## src/hw/scmn_pkg.sv

```systemverilog
package scmn_pkg;
	localparam logic [7:0] SCMN_OFS_TX_SEED = 8'h14;
	localparam logic [7:0] SCMN_OFS_RX_SCR = 8'h18;
	localparam logic [7:0] SCMN_OFS_CFG = 8'h1c;
	localparam logic [7:0] SCMN_OFS_STATUS = 8'h20;
	localparam logic [7:0] SCMN_OFS_INT_STATUS = 8'h30;
	localparam logic [7:0] SCMN_OFS_INT_MASK = 8'h34;
	localparam logic [7:0] SCMN_OFS_NEG_CTRL = 8'h38;
	localparam int SCMN_SEED_W = 31;
	localparam int SCMN_RX_ACTIVE_BIT = 31;
	localparam int SCMN_HDLC_VALID_BIT = 11;
	localparam int SCMN_ETH_VALID_BIT = 6;
	localparam int SCMN_NEG_DONE_BIT = 0;
	localparam logic [30:0] SCMN_SEED_RESET = 31'h0;
	localparam logic [2:0] SCMN_HDLC_RATE_RESET = 3'h6;
	localparam logic [5:0] SCMN_ETH_PTR_RESET = 6'h14;
	localparam logic [5:0] SCMN_ETH_PTR_MIN = 6'h14;
	localparam logic [5:0] SCMN_ETH_PTR_MAX = 6'h3f;
	localparam logic [7:0] SCMN_PROT_VER_PLAIN = 8'h01;
	localparam logic [7:0] SCMN_PROT_VER_SCRAMBLED = 8'h02;
	localparam int SCMN_FILTER_HF = 5;
	localparam int SCMN_INT_W = 4;
	localparam int SCMN_INT_HDLC = 0;
	localparam int SCMN_INT_ETH = 1;
	localparam int SCMN_INT_SCR_CHANGE = 2;
	localparam int SCMN_INT_NEG_DONE = 3;
	localparam logic [1:0] SCMN_RESP_OKAY = 2'h0;
	localparam logic [1:0] SCMN_RESP_SLVERR = 2'h2;

	typedef struct packed {
		logic hdlc_autoneg;
		logic hdlc_filter;
		logic [2:0] hdlc_rate;
		logic eth_autoneg;
		logic eth_filter;
		logic [5:0] eth_ptr;
	} scmn_cfg_t;

	typedef struct packed {
		logic accepted;
		logic [5:0] value;
	} scmn_rx_field_t;
endpackage : scmn_pkg

```

## src/hw/scmn_regs.sv

```systemverilog
// The implementer's own choice: the AXI4-Lite slave port.
`timescale 1ns/1ns
// How it works
// RULE_01 - writable 31-bit tx seed; zero sends unscrambled
// RULE_02 - bit 31 shows incoming scrambling from version
// RULE_03 - received seed readable, fed to descrambler
// RULE_04 - hdlc autoneg enable bit 12, resets 1
// RULE_05 - without negotiation option both autoneg bits zero
// RULE_06 - hdlc rate filter enable bit 11, resets 1
// RULE_07 - tx hdlc rate bits 10:8 into Z.66.0
// RULE_08 - ethernet autoneg enable bit 7, resets 1
// RULE_09 - ethernet pointer filter enable bit 6
// RULE_10 - tx ethernet pointer bits 5:0, into Z.194.0
// RULE_11 - status bit 11 flags accepted hdlc rate
// RULE_12 - status bits 10:8 hold accepted hdlc rate
// RULE_13 - status bit 6 flags accepted ethernet pointer
// RULE_14 - accepted pointer bits 5:0, only 0x14-0x3f
// RULE_15 - tx protocol version 1 plain, 2 scrambled
// RULE_16 - autoneg on marks management negotiation done itself
// RULE_17 - filtered values need repeated unchanged hyperframes
// RULE_18 - reserved bits read zero, writes ignored
module scmn_regs
	import scmn_pkg::*;
#(
	parameter bit NEGOTIATION_EN = 1'b1,
	parameter int FILTER_HF = SCMN_FILTER_HF
) (
	input wire logic CORE_CLK_IN,
	input wire logic NRST_IN,
	input wire logic [7:0] S_AXI_AWADDR_IN,
	input wire logic S_AXI_AWVALID_IN,
	output logic S_AXI_AWREADY_OUT,
	input wire logic [31:0] S_AXI_WDATA_IN,
	input wire logic [3:0] S_AXI_WSTRB_IN,
	input wire logic S_AXI_WVALID_IN,
	output logic S_AXI_WREADY_OUT,
	output logic [1:0] S_AXI_BRESP_OUT,
	output logic S_AXI_BVALID_OUT,
	input wire logic S_AXI_BREADY_IN,
	input wire logic [7:0] S_AXI_ARADDR_IN,
	input wire logic S_AXI_ARVALID_IN,
	output logic S_AXI_ARREADY_OUT,
	output logic [31:0] S_AXI_RDATA_OUT,
	output logic [1:0] S_AXI_RRESP_OUT,
	output logic S_AXI_RVALID_OUT,
	input wire logic S_AXI_RREADY_IN,
	input wire logic HYPERFRAME_STROBE_IN,
	input wire logic [7:0] RX_PROT_VER_IN,
	input wire logic RX_PROT_VER_VALID_IN,
	input wire logic [30:0] RX_SEED_IN,
	input wire logic RX_SEED_VALID_IN,
	input wire logic [7:0] RX_Z66_IN,
	input wire logic [7:0] RX_Z194_IN,
	input wire logic MGMT_SETUP_STATE_IN,
	output logic [30:0] TX_SEED_OUT,
	output logic [7:0] TX_PROT_VER_OUT,
	output logic [7:0] TX_Z66_OUT,
	output logic [7:0] TX_Z194_OUT,
	output logic [30:0] RX_SEED_OUT,
	output logic RX_SCRAMBLED_OUT,
	output logic MGMT_NEG_DONE_OUT,
	output logic IRQ_OUT
);

	function automatic logic [31:0] merge_strb(input logic [31:0] old,
		input logic [31:0] wdata, input logic [3:0] strb);
		logic [31:0] res;
		res = old;
		for (int i = 0; i < 4; i++) begin
			if (strb[i]) begin
				res[8*i +: 8] = wdata[8*i +: 8];
			end
		end
		return res;
	endfunction : merge_strb

	function automatic logic [2:0] bump(input logic [2:0] cnt);
		return (cnt == 3'h7) ? cnt : cnt + 3'h1;
	endfunction : bump

	localparam logic [2:0] FILTER_N = 3'(FILTER_HF);

	scmn_cfg_t cfg;
	logic [30:0] tx_seed;
	logic [30:0] rx_seed;
	logic rx_scrambled;
	scmn_rx_field_t hdlc_rx;
	scmn_rx_field_t eth_rx;
	logic [2:0] hdlc_cand;
	logic [2:0] hdlc_cnt;
	logic [5:0] eth_cand;
	logic [2:0] eth_cnt;
	logic neg_done;
	logic [SCMN_INT_W-1:0] int_status;
	logic [SCMN_INT_W-1:0] int_mask;

	logic aw_full;
	logic w_full;
	logic [7:0] aw_addr;
	logic [31:0] w_data;
	logic [3:0] w_strb;
	logic aw_take;
	logic w_take;
	logic do_write;
	logic ar_take;
	logic wr_hit;

	logic [2:0] next_hdlc_cnt;
	logic [2:0] next_eth_cnt;
	logic hdlc_sample_ok;
	logic eth_sample_ok;
	logic hdlc_accept;
	logic eth_accept;
	logic next_rx_scrambled;
	logic neg_auto_set;
	logic [SCMN_INT_W-1:0] int_events;
	logic [31:0] cfg_merged, seed_merged;

	// bus handshake: address and data held independently until both are in
	assign aw_take = S_AXI_AWVALID_IN & S_AXI_AWREADY_OUT;
	assign w_take = S_AXI_WVALID_IN & S_AXI_WREADY_OUT;
	assign do_write = aw_full & w_full & ~S_AXI_BVALID_OUT;
	assign ar_take = S_AXI_ARVALID_IN & S_AXI_ARREADY_OUT;

	always_comb begin
		unique case (aw_addr)
			SCMN_OFS_TX_SEED, SCMN_OFS_RX_SCR, SCMN_OFS_CFG,
			SCMN_OFS_STATUS, SCMN_OFS_INT_STATUS, SCMN_OFS_INT_MASK,
			SCMN_OFS_NEG_CTRL: wr_hit = 1'b1;
			default: wr_hit = 1'b0;
		endcase
	end

	always_ff @(posedge CORE_CLK_IN) begin
		if (!NRST_IN) begin
			aw_full <= 1'b0;
			aw_addr <= 8'h0;
			S_AXI_AWREADY_OUT <= 1'b1;
		end else if (do_write) begin
			aw_full <= 1'b0;
			S_AXI_AWREADY_OUT <= 1'b1;
		end else if (aw_take) begin
			aw_full <= 1'b1;
			aw_addr <= {S_AXI_AWADDR_IN[7:2], 2'h0};
			S_AXI_AWREADY_OUT <= 1'b0;
		end
	end

	always_ff @(posedge CORE_CLK_IN) begin
		if (!NRST_IN) begin
			w_full <= 1'b0;
			w_data <= 32'h0;
			w_strb <= 4'h0;
			S_AXI_WREADY_OUT <= 1'b1;
		end else if (do_write) begin
			w_full <= 1'b0;
			S_AXI_WREADY_OUT <= 1'b1;
		end else if (w_take) begin
			w_full <= 1'b1;
			w_data <= S_AXI_WDATA_IN;
			w_strb <= S_AXI_WSTRB_IN;
			S_AXI_WREADY_OUT <= 1'b0;
		end
	end

	// read-only offsets accept writes with okay but change nothing
	always_ff @(posedge CORE_CLK_IN) begin
		if (!NRST_IN) begin
			S_AXI_BVALID_OUT <= 1'b0;
			S_AXI_BRESP_OUT <= SCMN_RESP_OKAY;
		end else if (do_write) begin
			S_AXI_BVALID_OUT <= 1'b1;
			S_AXI_BRESP_OUT <= wr_hit ? SCMN_RESP_OKAY : SCMN_RESP_SLVERR;
		end else if (S_AXI_BREADY_IN) begin
			S_AXI_BVALID_OUT <= 1'b0;
		end
	end

	always_ff @(posedge CORE_CLK_IN) begin
		if (!NRST_IN) begin
			S_AXI_ARREADY_OUT <= 1'b1;
			S_AXI_RVALID_OUT <= 1'b0;
			S_AXI_RDATA_OUT <= 32'h0;
			S_AXI_RRESP_OUT <= SCMN_RESP_OKAY;
		end else if (ar_take) begin
			S_AXI_ARREADY_OUT <= 1'b0;
			S_AXI_RVALID_OUT <= 1'b1;
			S_AXI_RRESP_OUT <= SCMN_RESP_OKAY;
			unique case ({S_AXI_ARADDR_IN[7:2], 2'h0})
				SCMN_OFS_TX_SEED: S_AXI_RDATA_OUT <= {1'b0, tx_seed}; // see RULE_18
				SCMN_OFS_RX_SCR: S_AXI_RDATA_OUT <= {rx_scrambled, rx_seed}; // see RULE_02
				SCMN_OFS_CFG: S_AXI_RDATA_OUT <= {19'h0, cfg};
				SCMN_OFS_STATUS: S_AXI_RDATA_OUT <= {20'h0, hdlc_rx.accepted,
					hdlc_rx.value[2:0], 1'b0, eth_rx.accepted,
					eth_rx.value}; // see RULE_11
				SCMN_OFS_INT_STATUS: S_AXI_RDATA_OUT <= {28'h0, int_status};
				SCMN_OFS_INT_MASK: S_AXI_RDATA_OUT <= {28'h0, int_mask};
				SCMN_OFS_NEG_CTRL: S_AXI_RDATA_OUT <= {31'h0, neg_done};
				default: begin
					S_AXI_RDATA_OUT <= 32'h0;
					S_AXI_RRESP_OUT <= SCMN_RESP_SLVERR;
				end
			endcase
		end else if (S_AXI_RVALID_OUT && S_AXI_RREADY_IN) begin
			S_AXI_ARREADY_OUT <= 1'b1;
			S_AXI_RVALID_OUT <= 1'b0;
		end
	end

	assign cfg_merged = merge_strb({19'h0, cfg}, w_data, w_strb);
	assign seed_merged = merge_strb({1'b0, tx_seed}, w_data, w_strb);

	always_ff @(posedge CORE_CLK_IN) begin
		if (!NRST_IN) begin
			tx_seed <= SCMN_SEED_RESET; // see RULE_01
		end else if (do_write && aw_addr == SCMN_OFS_TX_SEED) begin
			tx_seed <= seed_merged[30:0];
		end
	end

	always_ff @(posedge CORE_CLK_IN) begin
		if (!NRST_IN) begin
			cfg.hdlc_autoneg <= NEGOTIATION_EN; // see RULE_04
			cfg.hdlc_filter <= 1'b1; // see RULE_06
			cfg.hdlc_rate <= SCMN_HDLC_RATE_RESET; // see RULE_07
			cfg.eth_autoneg <= NEGOTIATION_EN; // see RULE_08
			cfg.eth_filter <= 1'b1; // see RULE_09
			cfg.eth_ptr <= SCMN_ETH_PTR_RESET; // see RULE_10
		end else if (do_write && aw_addr == SCMN_OFS_CFG) begin
			// autoneg bits stay zero when negotiation is not built in
			cfg.hdlc_autoneg <= cfg_merged[12] & NEGOTIATION_EN; // see RULE_05
			cfg.hdlc_filter <= cfg_merged[11];
			cfg.hdlc_rate <= cfg_merged[10:8];
			cfg.eth_autoneg <= cfg_merged[7] & NEGOTIATION_EN; // see RULE_05
			cfg.eth_filter <= cfg_merged[6];
			cfg.eth_ptr <= cfg_merged[5:0];
		end
	end

	// link-side values; version byte is one cycle behind the seed write
	always_ff @(posedge CORE_CLK_IN) begin
		if (!NRST_IN) begin
			TX_PROT_VER_OUT <= SCMN_PROT_VER_PLAIN;
			TX_Z66_OUT <= 8'h0;
			TX_Z194_OUT <= 8'h0;
		end else begin
			TX_PROT_VER_OUT <= (tx_seed == SCMN_SEED_RESET) ?
				SCMN_PROT_VER_PLAIN : SCMN_PROT_VER_SCRAMBLED; // see RULE_15
			TX_Z66_OUT <= {5'h0, cfg.hdlc_rate}; // see RULE_07
			TX_Z194_OUT <= {2'h0, cfg.eth_ptr}; // see RULE_10
		end
	end

	assign TX_SEED_OUT = tx_seed; // see RULE_01
	assign RX_SEED_OUT = rx_seed; // see RULE_03
	assign RX_SCRAMBLED_OUT = rx_scrambled;

	assign next_rx_scrambled = RX_PROT_VER_VALID_IN ?
		(RX_PROT_VER_IN == SCMN_PROT_VER_SCRAMBLED) : rx_scrambled;

	always_ff @(posedge CORE_CLK_IN) begin
		if (!NRST_IN) begin
			rx_scrambled <= 1'b0;
			rx_seed <= SCMN_SEED_RESET;
		end else begin
			rx_scrambled <= next_rx_scrambled; // see RULE_02
			if (RX_SEED_VALID_IN) begin
				rx_seed <= RX_SEED_IN; // see RULE_03
			end
		end
	end

	// a rate of zero means no hdlc channel, so it is never accepted
	assign hdlc_sample_ok = RX_Z66_IN[2:0] != 3'h0;
	assign eth_sample_ok = RX_Z194_IN[5:0] >= SCMN_ETH_PTR_MIN &&
		RX_Z194_IN[5:0] <= SCMN_ETH_PTR_MAX; // see RULE_14
	assign next_hdlc_cnt = (RX_Z66_IN[2:0] == hdlc_cand) ?
		bump(hdlc_cnt) : 3'h1;
	assign next_eth_cnt = (RX_Z194_IN[5:0] == eth_cand) ?
		bump(eth_cnt) : 3'h1;
	// filtering trades acceptance latency for immunity to single bit errors
	assign hdlc_accept = HYPERFRAME_STROBE_IN & hdlc_sample_ok &
		(~cfg.hdlc_filter | next_hdlc_cnt >= FILTER_N); // see RULE_17
	assign eth_accept = HYPERFRAME_STROBE_IN & eth_sample_ok &
		(~cfg.eth_filter | next_eth_cnt >= FILTER_N); // see RULE_17

	always_ff @(posedge CORE_CLK_IN) begin
		if (!NRST_IN) begin
			hdlc_cand <= 3'h0;
			hdlc_cnt <= 3'h0;
			hdlc_rx <= '0;
		end else if (HYPERFRAME_STROBE_IN) begin
			hdlc_cand <= RX_Z66_IN[2:0];
			hdlc_cnt <= next_hdlc_cnt;
			if (hdlc_accept) begin
				hdlc_rx.accepted <= 1'b1; // see RULE_11
				hdlc_rx.value <= {3'h0, RX_Z66_IN[2:0]}; // see RULE_12
			end
		end
	end

	always_ff @(posedge CORE_CLK_IN) begin
		if (!NRST_IN) begin
			eth_cand <= 6'h0;
			eth_cnt <= 3'h0;
			eth_rx <= '0;
		end else if (HYPERFRAME_STROBE_IN) begin
			eth_cand <= RX_Z194_IN[5:0];
			eth_cnt <= next_eth_cnt;
			if (eth_accept) begin
				eth_rx.accepted <= 1'b1; // see RULE_13
				eth_rx.value <= RX_Z194_IN[5:0]; // see RULE_14
			end
		end
	end

	assign neg_auto_set = MGMT_SETUP_STATE_IN &
		(cfg.hdlc_autoneg | cfg.eth_autoneg) &
		(~cfg.hdlc_autoneg | hdlc_rx.accepted) &
		(~cfg.eth_autoneg | eth_rx.accepted);

	// hardware set wins over a software clear in the same cycle
	always_ff @(posedge CORE_CLK_IN) begin
		if (!NRST_IN) begin
			neg_done <= 1'b0;
		end else if (neg_auto_set) begin
			neg_done <= 1'b1; // see RULE_16
		end else if (do_write && aw_addr == SCMN_OFS_NEG_CTRL && w_strb[0]) begin
			neg_done <= w_data[SCMN_NEG_DONE_BIT];
		end
	end

	always_ff @(posedge CORE_CLK_IN) begin
		if (!NRST_IN) begin
			MGMT_NEG_DONE_OUT <= 1'b0;
		end else begin
			MGMT_NEG_DONE_OUT <= neg_done;
		end
	end

	always_comb begin
		int_events = '0;
		int_events[SCMN_INT_HDLC] = hdlc_accept;
		int_events[SCMN_INT_ETH] = eth_accept;
		int_events[SCMN_INT_SCR_CHANGE] = next_rx_scrambled ^ rx_scrambled;
		int_events[SCMN_INT_NEG_DONE] = neg_auto_set & ~neg_done;
	end

	always_ff @(posedge CORE_CLK_IN) begin
		if (!NRST_IN) begin
			int_status <= '0;
			int_mask <= '0;
		end else begin
			if (do_write && aw_addr == SCMN_OFS_INT_STATUS && w_strb[0]) begin
				int_status <= (int_status & ~w_data[SCMN_INT_W-1:0]) |
					int_events;
			end else begin
				int_status <= int_status | int_events;
			end
			if (do_write && aw_addr == SCMN_OFS_INT_MASK && w_strb[0]) begin
				int_mask <= w_data[SCMN_INT_W-1:0];
			end
		end
	end

	always_ff @(posedge CORE_CLK_IN) begin
		if (!NRST_IN) begin
			IRQ_OUT <= 1'b0;
		end else begin
			IRQ_OUT <= |(int_status & int_mask);
		end
	end

endmodule : scmn_regs

```

## config.mk

```make
export PLATFORM = sky130hd
export DESIGN_NAME = scmn_regs
export DESIGN_NICKNAME = d
export VERILOG_FILES = /design/src/hw/scmn_pkg.sv /design/src/hw/scmn_regs.sv
export SDC_FILE = /design/constraint.sdc
export NUM_CORES = 1
export LEC_CHECK = 0
export BUFFER_PORTS_ARGS = -buffer_cell sky130_fd_sc_hd__buf_2
export CORE_ASPECT_RATIO = 0.5
export CORE_UTILIZATION = 40
export CTS_BUF_LIST = sky130_fd_sc_hd__clkbuf_16
export CTS_CLUSTER_SIZE = 40
export DETAILED_ROUTE_END_ITERATION = 7
export PLACE_DENSITY = 0.68
export SLEW_MARGIN = 20
export SYNTH_ARGS = -nofsm -noshare
export SYNTH_HDL_FRONTEND = slang
export SYNTH_SLANG_ARGS = --single-unit
```

## constraint.sdc

```tcl
create_clock -name CORE_CLK_IN -period 2.4 [get_ports CORE_CLK_IN]
set_clock_uncertainty 0.05 [all_clocks]
set_input_delay 0 -clock CORE_CLK_IN [delete_from_list [all_inputs] [get_ports CORE_CLK_IN]]
set_output_delay 0 -clock CORE_CLK_IN [all_outputs]
set_load 0.02 [all_outputs]
```

==> summary.md, run 1 <==
The run finished with clean final reports. The placed instances occupy a cell area of 9470 um^2. Detailed routing inserted a total of 7650 vias.

The compound-gate portion of the synthesized area was 13.49%. The commonest cells after synthesis are dfxtp_1, nand2_1, nor2_1. The synthesized design contains 0 enable-type register cells. The tools report the kind of launch point of the worst setup path as an input port. The basic-gate share of the synthesized area counting and, or, nand and nor cells came out at 20.74%. The prevailing post-synth register cell was dfxtp_1. At the worst endpoint, the required time is 2.76 ns. The detailed router finished its first iteration with 464 violations.

The clock latency at the later pin of the worst-skew pair came out at 0.49 ns. Detailed placement ended at an HPWL of 16570 um. The core region is 19730 um^2.

The final global-route overflow total came out at 0. Across the VDD grid, the largest voltage drop is 0.4371 mV. Dividing total power by cell area gives a power density of 690.1 nW/um^2.

The transition at the pin with the smallest max-transition slack was 0.9715 ns. TritonCTS built the clock tree. The number of cell rows is 36, and the H-tree depth is 1. By area, the combinational part of the netlist is dominated by simple AND/OR/NAND/NOR gates.

The most common cell in the synthesized netlist is dfxtp_1. For the number of global-route vias before repair, the log shows 7051. The tools report the proportion of synthesized chip area in sequential cells as 50.48%.

The biggest area contributor in the post-synthesis netlist is dfxtp_1. The run gives 0 ns as the final-layout setup total negative slack. The number of slew-limit violations in the final report is 0, and the xor-xnor portion of the synthesized cell area is 0.9649%. The run gives 475.1 MHz as the achievable clock frequency. The worst setup path is captured at a flop. Number of antenna diodes: 0.

The die covers 21030 um^2. Setup repair after global routing left no endpoint under its margin. The tools report the layout net count as 1327. The congestion estimate from routability-driven global placement came to 0.8413. The chip width is 204.1 um, and the number of instances in the placed design is 1355.

The async set-or-reset flop fraction in the synthesized netlist came out at 0%. Entering global routing, the biggest net connects 154 pins. The first TritonRoute pass finished after 5 iterations. The tree is rooted in a clkbuf_16.

After routing the design area is 11080 um^2. The share of synthesized area spent on multiplexers was 9.006%; the synthesized area was 8169 um^2. The first global-routing pass estimated 37840 um of wire.

Worst slew margin relative to its limit: 34.99%. The clock sink count was 206; the count of different cell masters after synthesis was 59. Pin placement for this block handled 248 I/O pins. For the number of post-CTS setup repair buffers, the log shows 0.

After synthesis the netlist holds a flip-flop and latch count of 206. The initial cell density of the core was 41.41%; the antenna violation net count after detailed routing was 0. Dividing the detail-routed via count by the number of cells gives 5.155.

The clock-pin slew on the worst setup and hold paths is 0.07 ns, and the vertical die dimension is 103.1 um. In this run the worst hold path is classified as input port to flop. Once layout is complete, the cells apart from fillers number 1484. Critical-path maximum fanout: 6.

The arrival time reported for the critical path endpoint came out at 2.47 ns. Dividing the final minimum period by the clock period gives 87.71%. For the number of standard cells after synthesis, the log shows 915.

For this run, design rule violations remaining after detail routing come to 0. The minimum clock period after layout was 2.105 ns; the number of antenna violations at the first check in global routing was 1. The mean instance size in the synthesized netlist is 8.928 um^2, and the top-area cell type share of the netlist area is 50.48%.

For this design the static power due to leakage is 4.846 nW. The wire length per cell after detailed routing was 16.87 um. The share of post-route cells with drive strength above 1 was 22.58%. The final hold violation count was 0; the number of buffers between clock root and the deepest sink was 3. The synthesized netlist devotes 0.3063% of its cell area to adder and majority cells. Yosys attributes the largest share of cell area to dfxtp_1, mux2i_1, nand2_1, a21oi_1, nor2_1. The setup path with the least slack is of type input port to flop. The tools report the global-route total usage across every layer as 22.92%. Buffers placed on the I/O ports in this run total 220. The post-synthesis to final-layout area growth came out at 35.67%. The total of max-cap violations was 0.

The total of endpoints with negative setup slack in the final report is 0. During synthesis, Yosys emitted a total of 0 warnings. For this block, the routed nets add up to 25030 um of wire.

In this run, CTS created clock tree buffers numbering 20.
## metal layers
layer / vias to the layer above / wire length (um) / GRT usage, % / share of wire, %
met5: - / 11 / 0 / 0.044
met4: 2 / 505 / 5.913 / 2.0
met3: 46 / 1304 / 3.824 / 5.2
met2: 209 / 12060 / 39.32 / 48
met1: 3643 / 11160 / 30.23 / 45
li1: 3750 / - / - / -
## worst paths after layout
path / from / end / slack [ns] / cells after the start
max reg2reg: hdlc_cnt[0]$_SDFFE_PN0P_ / hdlc_rx[1]$_SDFFE_PN0P_ / 0.37 / 6
min reg2reg: w_data[15]$_SDFFE_PN0P_ / w_data[15]$_SDFFE_PN0P_ / 0.41 / 2
min: RX_PROT_VER_IN[5] / int_status[2]$_SDFF_PN0_ / 0.002 / 5
max: S_AXI_ARADDR_IN[5] / S_AXI_RDATA_OUT[31]$_SDFFE_PN0P_ / 0.30 / 7
## registers in the layout (all words and copies together), names as in the netlist, 4 cells and up
signal and count:
TX_Z194_OUT 6, w_strb 4, int_status 4, cfg 13, hdlc_rx 4, w_data 31, aw_addr 6, eth_cand 6
eth_rx 7, S_AXI_RDATA_OUT 32, int_mask 4, RX_SEED_OUT 31, TX_SEED_OUT 31
## cell usage in the layout, fill, tap and decap left out, drive strengths merged, types with 2 or more instances in the layout
| cell | synthesis | layout |
|---|---|---|
| o21a | 8 | 8 |
| o21ai | 9 | 9 |
| a21boi | 5 | 5 |
| buf | 29 | 237 |
| mux2 | 4 | 4 |
| nor4 | 11 | 11 |
| dfxtp | 206 | 206 |
| a31oi | 2 | 2 |
| xnor2 | 3 | 3 |
| a21oi | 79 | 79 |
| a221oi | 18 | 18 |
| conb | 1 | 15 |
| nor2 | 96 | 96 |
| dlygate4sd3 | 0 | 96 |
| a22o | 13 | 13 |
| nand4 | 7 | 7 |
| a211oi | 3 | 3 |
| inv | 9 | 10 |
| ha | 2 | 2 |
| and2 | 14 | 14 |
| nor4b | 2 | 2 |
| nand3 | 41 | 41 |
| xor2 | 6 | 6 |
| nand2 | 156 | 156 |
| nor3 | 25 | 25 |
| mux2i | 69 | 69 |
| clkinv | 0 | 8 |
| a222oi | 12 | 12 |
| nand2b | 7 | 7 |
| clkbuf | 48 | 21 |
| and3 | 4 | 4 |
| a22oi | 7 | 7 |
| bufinv | 0 | 3 |
## cell families after synthesis
logic type | Yosys count
DFF | 206
xor gates and xnor gates | 9
buffers and inverters | 86
muxes | 73
adders and majority gates | 2
AOI/OAI and AO/OA | 166
and+or+nand+nor | 372
other | 1
## worst max-delay path, stage by stage
cell and delay (ns):
dlygate4sd3_1 0.55, buf_2 0.16, or4b_4 0.59, nor3_4 0.27, dlygate4sd3_1 0.65, nand3_1 0.09
a21oi_1 0.16
## cell type report
| class | instances | area [um^2] |
|---|---|---|
| timing repair buffer | 333 | 2240 |
| multi-input combinational | 637 | 3699 |
| clock inverter | 12 | 126.4 |
| inverter | 9 | 36.28 |
| sequential | 206 | 4124 |
| fill | 1730 | 8646 |
| clock buffer | 21 | 525.5 |
| tap | 266 | 332.8 |
## report_power, final
group	total [mW]	switching, mW	internal [mW]
combinational	0.819	0.462	0.357
sequential	3.64	0.102	3.54
clock	3.18	1.29	1.89
## repair_timing
action / in CTS / in global routing
setup endpoints to repair: 0 / 0
hold buffers: 96 / 0
hold endpoints to repair: 105 / 0
resized for setup: 0 / 0
## metrics by stage
step | hold WS (ns) | power [mW] | setup WS (ns) | util [%]
2_1_floorplan | 0.08596 | 4.147 | 0.6239 | -
3_3_place_gp | 0.1836 | 4.389 | 0.3966 | 48.00
3_5_place_dp | 0.1901 | 4.410 | 0.3769 | 48.00
4_1_cts | 0.0008293 | 7.703 | 0.3248 | 56.18
5_1_grt | 0.02213 | 7.940 | 0.1756 | 56.18
6_report | 0.002425 | 7.648 | 0.2951 | 56.18
(Power assumes the default switching activity.)
==> inputs of run 2 (changes only) <==
- ABC_AREA: unset -> 1
==> run 2 against run 1 <==
  * Utilization up 0.83 points
  * Die area grew 1.6%
  * Critical path depth grew 2
  * Worst hold slack improved by 0.021 ns
  * Synthesized area rose by 1.6%
  * Combinational power is 6.2% higher
  * Non-clock buffer count is 18 higher
  * Register-to-register slack worse by 0.11 ns
  * Power is 2.0% lower
  * Via count increased by 11%
  * Setup slack got worse by 0.038 ns
  * First-iteration DRC count up 10%
  * Largest cell class unchanged
==> summary.md, run 2 <==
Headroom to the max-slew limit came out at 55.80%. Across the run, the number of max-cap violations was 0. The clock passes through at most 3 buffers. Counting every sink on the clock net gives 206. The number of flip-flops in the largest register is 32.

Dividing the detail-routed wire length by the instance count gives 15.10 um. Summed over all layers, the global routing overflow is 0. TritonCTS built the clock tree.

Path type of the worst setup path: flop to flop. Of all nets on the critical path, the largest fanout is 8. Setup repair after global routing left no endpoint under its margin. For the worst setup path, the data required time is 2.72 ns. Clock-pin slew was measured on the worst setup and hold paths at 0.07 ns.

The first TritonRoute pass finished after 5 iterations. The cell count after synthesis came out at 1112. At the later pin of the worst-skew pair, clock insertion delay measures 0.50 ns.

The library cell used most frequently in the layout, excluding fill and tap cells, is buf_2. Pin placement for this block handled 248 I/O pins. Timing would allow up to 466.7 MHz.

For the proportion of synthesized chip area in sequential cells, the log shows 49.68%. The filler cells instantiated in the layout total 1870. The tools report the clock root buffer as clkbuf_16. The flow ran to the end, and the final reports show no timing, DRC or antenna violations. The library cells used most frequently in the layout, excluding fill and tap cells, are buf_2, dfxtp_1, nand2_1, nor2_1, o21ai_0. In this run the mean area of a mapped cell was 7.466 um^2.

The logs give 8089 for the number of global-route vias before repair and 0 for the total of endpoints with negative setup slack in the final report. In the finished design, the share of the clock period the worst path needs comes to 89.29%. The final layout contains 1552 nets.

The share of power burned in combinational logic is 11.6%. Global-route total usage across every layer: 23.82%. Of the total power, the share spent switching nets is 25.49%. Once routing completed, OpenROAD measured the worst setup slack at 0.2571 ns. The tools report the H-tree depth as 1.

Summed over its instances, the top area cell type makes up 49.68% of the synthesized netlist area. During placement, the flow inserted port buffers numbering 220. Sorting the synthesized cells by how often they occur yields dfxtp_1, nand2_1, nor2_1. The run gives 0 as the post-detailed-route DRC marker count.

Dominant cell by count in the synthesized netlist: dfxtp_1. The number of different library cells used by synthesis comes to 40. The die covers 21370 um^2. The region available for standard cell placement spans 19910 um^2. The most flop-heavy register is S_AXI_RDATA_OUT.

The largest total area in the synthesized netlist belongs to dfxtp_1. Entering global routing, the biggest net connects 53 pins. In this run, the number of DRC markers left after iteration 0 of detailed routing was 512. In the synthesized netlist the dominant register cell turns out to be dfxtp_1.

Async set-or-reset flop fraction in the synthesized netlist: 0%. Measured on the finished design, the core utilization comes to 57.01%. For this design the total switching power over the nets is 1.909 mW. The chip width is 205.7 um.

Prior to clock tree synthesis, the placed netlist has a worst setup slack of 0.4801 ns. The floorplan has 36 rows. Placer's final routability congestion estimate: 0.8815. The tools report the clock network fraction of total power as 39.7%.

Compared with the post-synthesis result, the final layout area differs by 36.71%. Synthesis inferred 206 register bits. The Yosys warning count came out at 0. The transition at the pin with the smallest max-transition slack works out to 0.6622 ns. For the number of slew-limit violations in the final report, the log shows 0. The antenna violation net count after detailed routing is 0. The tools report the final hold violation count as 0. In this run the vertical extent of the chip is 103.9 um.

The number of enable-type register cells in the synthesized netlist was 0; the wire length of the first global-routing pass was 41000 um. Detailed routing inserted a total of 8488 vias. The minimum clock period after layout is 2.143 ns.

In the final timing run, aggregate negative setup slack is 0 ns. The synthesized area is 8302 um^2, and the vias per cell is 4.964. Post-CTS repair changed the size of 0 cells. For this design the static power due to leakage is 5.158 nW. Clock tree synthesis inserted a total of 19 buffers.

The run gives 0.3230 mV as the worst vdd rail ir drop. For the initial cell density of the core, the log shows 41.70%. For this design the ratio of total power to cell area is 660.1 nW/um^2. STA classifies the critical path startpoint as a flop. Of the cells placed in the final design, the portion with a size suffix greater than 1 is 19.33%. Internal power comes to 5.582 mW. The tightest hold path in the finished design has a slack of 0.02358 ns. For the detailed-placement wirelength estimate, the log shows 17570 um. In this run the worst hold path is classified as input port to flop.

The final layout contains routed wiring with a total length of 25820 um. The arrival time reported for the critical path endpoint was 2.46 ns. The number of antenna violations at the first check in global routing came out at 0. By area the synthesized netlist is led by dfxtp_1, o21ai_0, nand2_1, nor2_1, a21oi_1. Sequential share of power: 48.6%. The critical path endpoint category is a flop. After layout, the design draws a total of 7.492 mW.
==> run 2: layout make-up <==
cell class | count | area [um^2] | area share (%)
antenna | 1 | 2.502 | 0.02205
clock buffer | 19 | 475.5 | 4.189
clock inverter | 13 | 117.6 | 1.036
inverter | 108 | 407.9 | 3.594
multi-input combinational | 746 | 3497 | 30.81
sequential | 206 | 4124 | 36.34
tap | 266 | 332.8 | 2.932
timing repair buffer | 351 | 2392 | 21.08
==> run 2: worst max-delay path: stages (launching register included) <==
cell and delay, ns:
dfxtp_1 0.32, xnor2_1 0.15, nand3_1 0.08, dlygate4sd3_1 0.57, nor2_2 0.19, o211ai_1 0.11
nand2_1 0.19, nand2_2 0.17, nand2_1 0.12, a21oi_1 0.06
==> run 2: path summary, 6_finish.rpt <==
path | start | end | slack, ns | cells past startpoint
hold / removal | S_AXI_ARADDR_IN[2] | S_AXI_RDATA_OUT[7]$_SDFFE_PN0P_ | 0.02 | 5
setup reg to reg | eth_cand[1]$_SDFFE_PN0P_ | eth_rx[0]$_SDFFE_PN0P_ | 0.26 | 9
hold reg to reg | cfg[10]$_SDFFE_PN1P_ | TX_Z66_OUT[2]$_SDFF_PN0_ | 0.40 | 2
setup / recovery | eth_cand[1]$_SDFFE_PN0P_ | eth_rx[0]$_SDFFE_PN0P_ | 0.26 | 9
==> run 2: power groups by stage <==
stage               combinational (mW)  clock [mW]  sequential (mW)
detailed placement               0.700           0             3.72
finish                           0.870        2.98             3.64
CTS                              0.858        3.02             3.64
global placement                 0.686           0             3.71
floorplan                        0.385           0             3.76
global route                     0.959        3.16             3.66
==> run 2: stage by stage <==
step | instances | area (um^2)
final | 1710 | 11350
after global routing | 1709 | 11350
after CTS | 1709 | 11350
after detailed placement | 1560 | 9583
after global placement | 1560 | 9583
after floorplan | 1126 | 8354
==> run 2: layer usage <==
layer / track usage, % / wire length, um / vias up
li1: - / - / 4241
met1: 30.52 / 11440 / 3921
met2: 41.37 / 12380 / 275
met3: 3.195 / 1274 / 51
met4: 7.302 / 720 / 0
met5: 0 / 0 / -
==> run 2: logic make-up after synthesis <==
kind of cell | count (synthesis) | share of synthesized area (%)
AND/OR/NAND/NOR | 426 | 21.60
AO/OA/AOI/OAI | 297 | 18.88
flip-flops | 206 | 49.68
buffers and inverters | 174 | 8.862
XOR/XNOR | 6 | 0.6330
adder cells (fa/ha/maj) | 2 | 0.3014
other | 1 | 0.04517
==> run 2: repair_timing <==
| item | in CTS | in global routing |
|---|---|---|
| buffers inserted | 0 | 0 |
| hold endpoints to repair | 136 | 0 |
| hold buffers | 117 | 0 |
